===== config.mk =====
export PLATFORM = sky130hd
export DESIGN_NAME = flash_write_protect
export DESIGN_NICKNAME = d
export VERILOG_FILES = /design/src/verilog/flash_write_protect.v /design/src/verilog/sync2.v
export VERILOG_INCLUDE_DIRS = /design/src /design/src/pkg
export SDC_FILE = /design/constraint.sdc
export NUM_CORES = 1
export LEC_CHECK = 0
export BUFFER_PORTS_ARGS = -buffer_cell sky130_fd_sc_hd__buf_2
export CAP_MARGIN = 20
export CORE_MARGIN = 5
export CORE_UTILIZATION = 44
export CTS_BUF_LIST = sky130_fd_sc_hd__clkbuf_2 sky130_fd_sc_hd__clkbuf_4 sky130_fd_sc_hd__clkbuf_8
export DETAILED_ROUTE_END_ITERATION = 7
export GPL_TIMING_DRIVEN = 0
export PLACE_DENSITY_LB_ADDON = 0.25
export SYNTH_ARGS = -nofsm -noshare
export SYNTH_HDL_FRONTEND = slang
export SYNTH_SLANG_ARGS = --single-unit
export TNS_END_PERCENT = 20

===== constraint.sdc =====
create_clock -name clk_sys -period 2 [get_ports clk_sys]
set_input_delay 0.3 -clock clk_sys [delete_from_list [all_inputs] [get_ports clk_sys]]
set_output_delay 0.3 -clock clk_sys [all_outputs]
set_load 0.05 [all_outputs]

===== src/pkg/flash_protect_map.vh =====
// What this block does
// - A completed latch-set instruction sets the write latch to one.
// - Latch-set acts only at the chip select rising edge after shifting.
// - A completed latch-clear instruction clears the write latch.
// - Latch-clear takes effect at the chip select rising edge.
// - A completed arm instruction arms the following status write.
// - Any other instruction after arming discards the armed state silently.
// - Status write loads only the three protect level bits and the lock.
// - Protect input low with lock set ignores every status write.
// - Protect input low lets lock go from zero to one, never back.
// - Protect input high disables locking; all four bits may change.
// - Writability uses lock and protect level before the ending edge.
// - One allowed status write may set lock and level bits together.
// - Latch-clear instruction ends an auto-increment programming sequence.
`ifndef FLASH_PROTECT_MAP_VH
`define FLASH_PROTECT_MAP_VH
`define OP_LATCH_SET    8'h01
`define OP_LATCH_CLEAR  8'h02
`define OP_STATUS_ARM   8'h03
`define OP_STATUS_WRITE 8'h04
`define OP_AUTO_INC     8'h05
`define OP_PROGRAM      8'h06
`define OP_ERASE        8'h07
`define SR_LEVEL_LSB    2
`define SR_LEVEL_MSB    4
`define SR_LOCK_BIT     7
`define PROT_RESET      3'h0
`endif


===== src/verilog/flash_write_protect.v =====
`include "flash_protect_map.vh"
module flash_write_protect #(
   parameter [7:0] OP_LATCH_SET    = `OP_LATCH_SET,
   parameter [7:0] OP_LATCH_CLEAR  = `OP_LATCH_CLEAR,
   parameter [7:0] OP_STATUS_ARM   = `OP_STATUS_ARM,
   parameter [7:0] OP_STATUS_WRITE = `OP_STATUS_WRITE,
   parameter [7:0] OP_AUTO_INC     = `OP_AUTO_INC,
   parameter [7:0] OP_PROGRAM      = `OP_PROGRAM,
   parameter [7:0] OP_ERASE        = `OP_ERASE
) (
   input  wire       clk_sys,          // System clock, 100 MHz
   input  wire       srst,             // Synchronous reset, high
   input  wire       chipSelectN,      // Chip select pin, low active
   input  wire       serialClock,      // Serial clock pin
   input  wire       serialIn,         // Serial data pin
   input  wire       writeProtectN,    // Write-protect pin, low protects
   output reg        writeLatch,       // Write latch state
   output reg  [2:0] protectLevel,     // Protect level bits 2..0
   output reg        protectLock,      // Protect lock bit
   output reg        statusArmed,      // Status write armed
   output reg        autoIncActive,    // Auto-increment sequence active
   output reg        writeStart,       // Pulse: program/erase/auto-inc accepted
   output reg        statusWriteDone   // Pulse: status bits were written
);
   wire [3:0] pinSync;
   wire       csN  = pinSync[0];
   wire       sck  = pinSync[1];
   wire       sdi  = pinSync[2];
   wire       wpN  = pinSync[3];

   reg        csPrev;
   reg        sckPrev;
   reg        wpAtEdge;
   reg [7:0]  opcode;
   reg [7:0]  dataByte;
   reg [4:0]  bitCount;

   wire       csRise   = csN & ~csPrev;
   wire       sckRise  = sck & ~sckPrev & ~csN;
   wire       opDone   = (bitCount >= 5'd8);
   wire       dataDone = (bitCount >= 5'd16);

   // Protect rules: true when a status write may land
   function statusWritable;
      input lockBit;
      input wpLevel;
      begin
         statusWritable = ~lockBit | wpLevel;
      end
   endfunction

   // All pins come from the host's domain
   // Idle levels: chip select and write-protect high, clock and data low
   sync2 #(
      .WIDTH (4),
      .IDLE  (4'h9)
   ) u_sync (
      .clk_sys (clk_sys),
      .srst    (srst),
      .async   ({writeProtectN, serialIn, serialClock, chipSelectN}),
      .synced  (pinSync)
   );

   // Edge history of synchronised pins
   always @(posedge clk_sys) begin
      if (srst) begin
         csPrev  <= 1'b1;
         sckPrev <= 1'b0;
      end else begin
         csPrev  <= csN;
         sckPrev <= sck;
      end
   end

   // Shift first eight bits as opcode, next eight as data, MSB first
   always @(posedge clk_sys) begin
      if (srst) begin
         opcode   <= 8'h00;
         dataByte <= 8'h00;
         bitCount <= 5'd0;
      end else if (csN) begin
         bitCount <= 5'd0;
      end else if (sckRise) begin
         if (!opDone)
            opcode <= {opcode[6:0], sdi};
         else if (!dataDone)
            dataByte <= {dataByte[6:0], sdi};
         if (!dataDone)
            bitCount <= bitCount + 5'd1;
      end
   end

   // Protect level seen just before the ending edge, resampled on every clock
   always @(posedge clk_sys) begin
      if (srst)
         wpAtEdge <= 1'b1;
      else
         wpAtEdge <= wpN;
   end

   // A frame counts only once its opcode is complete; short frames are
   // dropped whole, so a glitch on chip select cannot disarm a status write
   wire       frameEnd  = csRise & opDone;

   // Instruction classes of the frame that just closed
   wire       isSet     = (opcode == OP_LATCH_SET);
   wire       isClear   = (opcode == OP_LATCH_CLEAR);
   wire       isArm     = (opcode == OP_STATUS_ARM);
   wire       isStatus  = (opcode == OP_STATUS_WRITE);
   wire       isAutoInc = (opcode == OP_AUTO_INC);
   wire       isProgram = (opcode == OP_PROGRAM);
   wire       isErase   = (opcode == OP_ERASE);
   wire       isWriteOp = isProgram | isErase | isAutoInc;

   // A status write needs a whole data byte and either arm or latch;
   // bits past the sixteenth are ignored, so longer frames still work
   wire       statusOpen  = (statusArmed | writeLatch) & dataDone;

   // Lock and pin as they stood before the ending edge decide writability
   wire       statusAllow = statusOpen &
                            statusWritable(protectLock, wpAtEdge);

   // New status fields taken from the data byte
   wire [2:0] newLevel    = dataByte[`SR_LEVEL_MSB:`SR_LEVEL_LSB];
   wire       newLock     = dataByte[`SR_LOCK_BIT];

   reg        next_writeLatch;
   reg  [2:0] next_protectLevel;
   reg        next_protectLock;
   reg        next_statusArmed;
   reg        next_autoIncActive;
   reg        next_writeStart;
   reg        next_statusWriteDone;

   // Next state; everything holds unless a complete frame just ended.
   // Pulses default low so they last exactly one clock.
   always @* begin
      next_writeLatch      = writeLatch;
      next_protectLevel    = protectLevel;
      next_protectLock     = protectLock;
      next_statusArmed     = statusArmed;
      next_autoIncActive   = autoIncActive;
      next_writeStart      = 1'b0;
      next_statusWriteDone = 1'b0;
      if (frameEnd) begin
         // Arm lives for exactly one following instruction
         next_statusArmed = 1'b0;
         if (isSet) begin
            next_writeLatch = 1'b1;
         end else if (isClear) begin
            next_writeLatch    = 1'b0;
            next_autoIncActive = 1'b0;
         end else if (isArm) begin
            next_statusArmed = 1'b1;
         end else if (isStatus) begin
            // Only the level bits and the lock are ever loaded
            if (statusAllow) begin
               next_protectLevel    = newLevel;
               next_protectLock     = newLock;
               next_statusWriteDone = 1'b1;
            end
            // The latch is spent even by a refused status write
            next_writeLatch = 1'b0;
         end else if (isWriteOp) begin
            // No latch, no operation
            if (writeLatch) begin
               next_writeStart = 1'b1;
               if (isAutoInc) begin
                  // Auto-inc keeps the latch; a later latch-clear, status write, program or erase clears it
                  next_autoIncActive = 1'b1;
               end else begin
                  next_writeLatch = 1'b0;
               end
            end
         end
      end
   end

   // Register stage: every output leaves straight from a flop
   always @(posedge clk_sys) begin
      if (srst) begin
         writeLatch      <= 1'b0;
         protectLevel    <= `PROT_RESET;
         protectLock     <= 1'b0;
         statusArmed     <= 1'b0;
         autoIncActive   <= 1'b0;
         writeStart      <= 1'b0;
         statusWriteDone <= 1'b0;
      end else begin
         writeLatch      <= next_writeLatch;
         protectLevel    <= next_protectLevel;
         protectLock     <= next_protectLock;
         statusArmed     <= next_statusArmed;
         autoIncActive   <= next_autoIncActive;
         writeStart      <= next_writeStart;
         statusWriteDone <= next_statusWriteDone;
      end
   end
endmodule


===== src/verilog/sync2.v =====
module sync2 #(
   parameter WIDTH = 4,
   parameter IDLE  = 4'h0
) (
   input  wire             clk_sys,  // System clock
   input  wire             srst,     // Synchronous reset
   input  wire [WIDTH-1:0] async,    // Asynchronous levels
   output reg  [WIDTH-1:0] synced    // Synchronised levels
);
   reg [WIDTH-1:0] stage1;

   // Two flops; stage1 feeds nothing but stage two
   // Reset to the pins' idle levels so no false edge follows reset
   always @(posedge clk_sys) begin
      if (srst) begin
         stage1 <= IDLE[WIDTH-1:0];
         synced <= IDLE[WIDTH-1:0];
      end else begin
         stage1 <= async;
         synced <= stage1;
      end
   end
endmodule

==> impl_summary.log <==
INFO  metric cp_data_required_time = 2.28 ns
INFO  metric yosys_warn_count = 0
INFO  metric die_area = 0.00480 sq mm
INFO  metric die_height = 69.3 um
INFO  metric io_buffers = 14
INFO  metric post_cts.resized_instances = 0
INFO  metric synth-seq-area-share = 53.1%
INFO  metric post_cts_buffers = 0
INFO  metric synth-edff-count = 0
INFO  metric met2RoutedLength = 1.17 mm
INFO  metric ir_worst_vdd = 0.474 mV
INFO  metric detail_route.vias_per_cell = 4.97
INFO  metric worstSetupStartpointType = register
INFO  metric cap_violations = 0
INFO  metric global_route.usage.total = 11.7%
INFO  metric yosysUniqueCellTypes = 34
INFO  metric cts_sinks = 41
INFO  metric crit_arrival = 1.90 ns
INFO  metric grt_first_pass_wirelength = 4.56 mm
INFO  metric coreArea = 0.00336 sq mm
INFO  metric cts.reportedPaths.clkPinSlew = 0.12 ns
INFO  metric grt_setup_unrepaired = no
INFO  metric total_power = 1.42 mW
INFO  metric detail_route.wirelength = 2.61 mm
INFO  metric postSynthRegisterBits = 41
INFO  metric drive_gt1_share = 18.0%
INFO  metric critical_path_class = register to register
INFO  metric synthTopCellsByCount = 41 x sky130_fd_sc_hd__dfxtp_1, 21 x sky130_fd_sc_hd__nand2_1, 17 x sky130_fd_sc_hd__nor2_1
INFO  metric synth_fp_nets = 169
INFO  metric initial_drt_markers = 78
INFO  metric final-instance-count-excl-fill = 229
INFO  metric num_antenna_cells = 0
INFO  metric avg_inst_size_synth = 9.60 sq um
INFO  metric final-max-slew-violation-count = 0
INFO  metric cp_max_fo = 7
INFO  metric timing.final.hold_violations = 0
INFO  metric detailed_place_hpwl = 1.95 mm
INFO  metric boundaryPins = 15
INFO  metric tritoncts.num_buffers = 5
INFO  metric post_synth_inst_count = 161
INFO  metric worst_slew_margin_rel = 69.4%
INFO  metric total_leakage_power = 0.627 nW
INFO  metric run_status = finished, final reports clean
INFO  metric yosys.area.top_type_share = 53.1%
INFO  metric drcViolationCount = 0
INFO  metric largest_net_degree_at_the_start_of_global_routing = 14
INFO  metric h-tree-depth = 2
INFO  metric gr-total-overflow = 0
INFO  metric final-setup-viol-count = 0
INFO  metric crit_path_end_kind = register
INFO  metric post_synth_main_area_contributors = sky130_fd_sc_hd__dfxtp_1 53%, sky130_fd_sc_hd__mux2i_1 7.8%, sky130_fd_sc_hd__nand2_1 5.1%
INFO  metric finClkSkew = 0.0121 ns
INFO  metric synth-main-ff-cell = sky130_fd_sc_hd__dfxtp_1
INFO  metric final_gp_congestion = 0.739
INFO  metric p_per_area = 807 mW/mm^2
INFO  metric antenna_found_initial = 0
INFO  metric floorplan.initialDensity = 45.9%
INFO  metric clk_root_buffer_cell = sky130_fd_sc_hd__clkbuf_4
INFO  metric finish.utilization = 52.4%
INFO  metric place_inst = 221
INFO  metric postLayoutCellArea = 0.00176 sq mm
INFO  metric dpl_cell_area = 0.00167 sq mm
INFO  metric cts_tree = built
INFO  metric final.period_utilization = 81.0%
INFO  metric asyncSetResetFlopFracSynth = 0%
INFO  metric drt_pre_antenna_iters = 4
INFO  metric clock_insertion_delay_at_the_later_pin_of_the_skew_report = 0.35 ns
INFO  metric dieWidth = 69.3 um
INFO  metric dr_total_vias = 1,138
INFO  metric route.antenna.remaining_nets = 0
INFO  metric yosysTopAreaCell = sky130_fd_sc_hd__dfxtp_1
INFO  metric wl_met3 = 183 um
INFO  metric highest_routing_layer_actually_used = met4
INFO  metric routedLengthMet1 = 1.20 mm
INFO  metric max_clock_freq = 0.618 GHz
INFO  metric layout.nets = 190
INFO  metric cell_area_after_synthesis = 0.00155 sq mm
INFO  metric path_class_of_the_lowest_slack_min_delay_path = input port to register
INFO  metric cts.path.max_buffers = 2
INFO  metric area_delta_synth_final = 14.0%
INFO  metric setup-tns-final = 0 ns
INFO  metric detail_route.wl_per_cell = 11.4 um
INFO  metric first_global_vias = 1,025
INFO  metric synthMostInstantiatedCell = sky130_fd_sc_hd__dfxtp_1
INFO  metric tightestPinTransition = 0.460 ns
INFO  metric fp-row-count = 21
INFO  metric postCtsHoldBufs = 0
INFO  metric layout_min_cycle_time = 1.62 ns
## per-layer routing
metal / vias up / global-route usage (%)
met1: 524 / 13.3
li1: 583 / -
met5: - / 0
met3: 6 / 5.07
met4: 0 / 5.21
met2: 25 / 19.0
## state kept, by name (all words and copies together) (netlist names), 3 cells and up
name,count
opcode,8
bitCount,5
protectLevel,3
dataByte,8
u_sync.stage1,4
u_sync.synced,4
## cell type report
type / count / area (sq um)
Fill cell: 352 / 1600
Sequential cell: 41 / 821
Multi-Input combinational cell: 106 / 663
Timing Repair Buffer: 14 / 70.1
Tap cell: 46 / 57.6
Clock buffer: 6 / 51.3
Buffer: 9 / 42.5
Clock inverter: 2 / 37.5
Inverter: 5 / 18.8
## layout by cell type (no fill, tap or decap), drive strengths merged, types with 2 or more instances in the layout
master  netlist  final
a21oi        10     10
and2b         2      2
buf           2     16
clkbuf        7     13
dfxtp        41     41
ha            2      2
inv           4      4
mux2i        12     12
nand2        21     21
nand3         9      9
nor2         17     17
nor2b         5      5
nor3          3      3
nor4          2      2
or2           6      6
xor2          2      2
## final timing paths
kind                               startpoint                           to  slack [ns]  depth (start not counted)
hold / removal                    chipSelectN  u_sync.stage1[0]$_SDFF_PP1_        0.12                          2
hold reg to reg   u_sync.stage1[3]$_SDFF_PP1_  u_sync.synced[3]$_SDFF_PP1_        0.42                          1
setup reg to reg       opcode[7]$_SDFFE_PP0P_     protectLock$_SDFFE_PP0P_        0.38                          4
setup / recovery       opcode[7]$_SDFFE_PP0P_     protectLock$_SDFFE_PP0P_        0.38                          4
## cells by family after synthesis
family          after synthesis  share of synthesized area [%]
mux                          12                           7.77
xor+xnor                      3                           1.70
compound gates               19                           8.34
flops                        41                           53.1
fa+ha+maj                     2                           1.62
buf+inv                      14                           3.97
simple gates                 70                           23.5
## metrics by stage
| step | hold WS (ns) | worst slack (ns) |
|---|---|---|
| floorplan | 0.389 | 0.579 |
| global placement | 0.393 | 0.439 |
| detailed placement | 0.400 | 0.376 |
| CTS | 0.103 | 0.362 |
| global route | 0.102 | 0.235 |
| finish | 0.117 | 0.381 |
## power breakdown
group / internal, mW / switching [mW] / leakage, nW
logic: 0.0128 / 0.0182 / 0.250
clock network: 0.297 / 0.264 / 0.0445
registers: 0.825 / 0.00360 / 0.332
## critical path, cell delays in order (launching register included)
cell and delay, ns:
sky130_fd_sc_hd__dfxtp_1 0.33, sky130_fd_sc_hd__nor3_1 0.31, sky130_fd_sc_hd__o2111ai_2 0.30, sky130_fd_sc_hd__nor3_4 0.38
sky130_fd_sc_hd__mux2i_1 0.23
(Power assumes the default switching activity.)
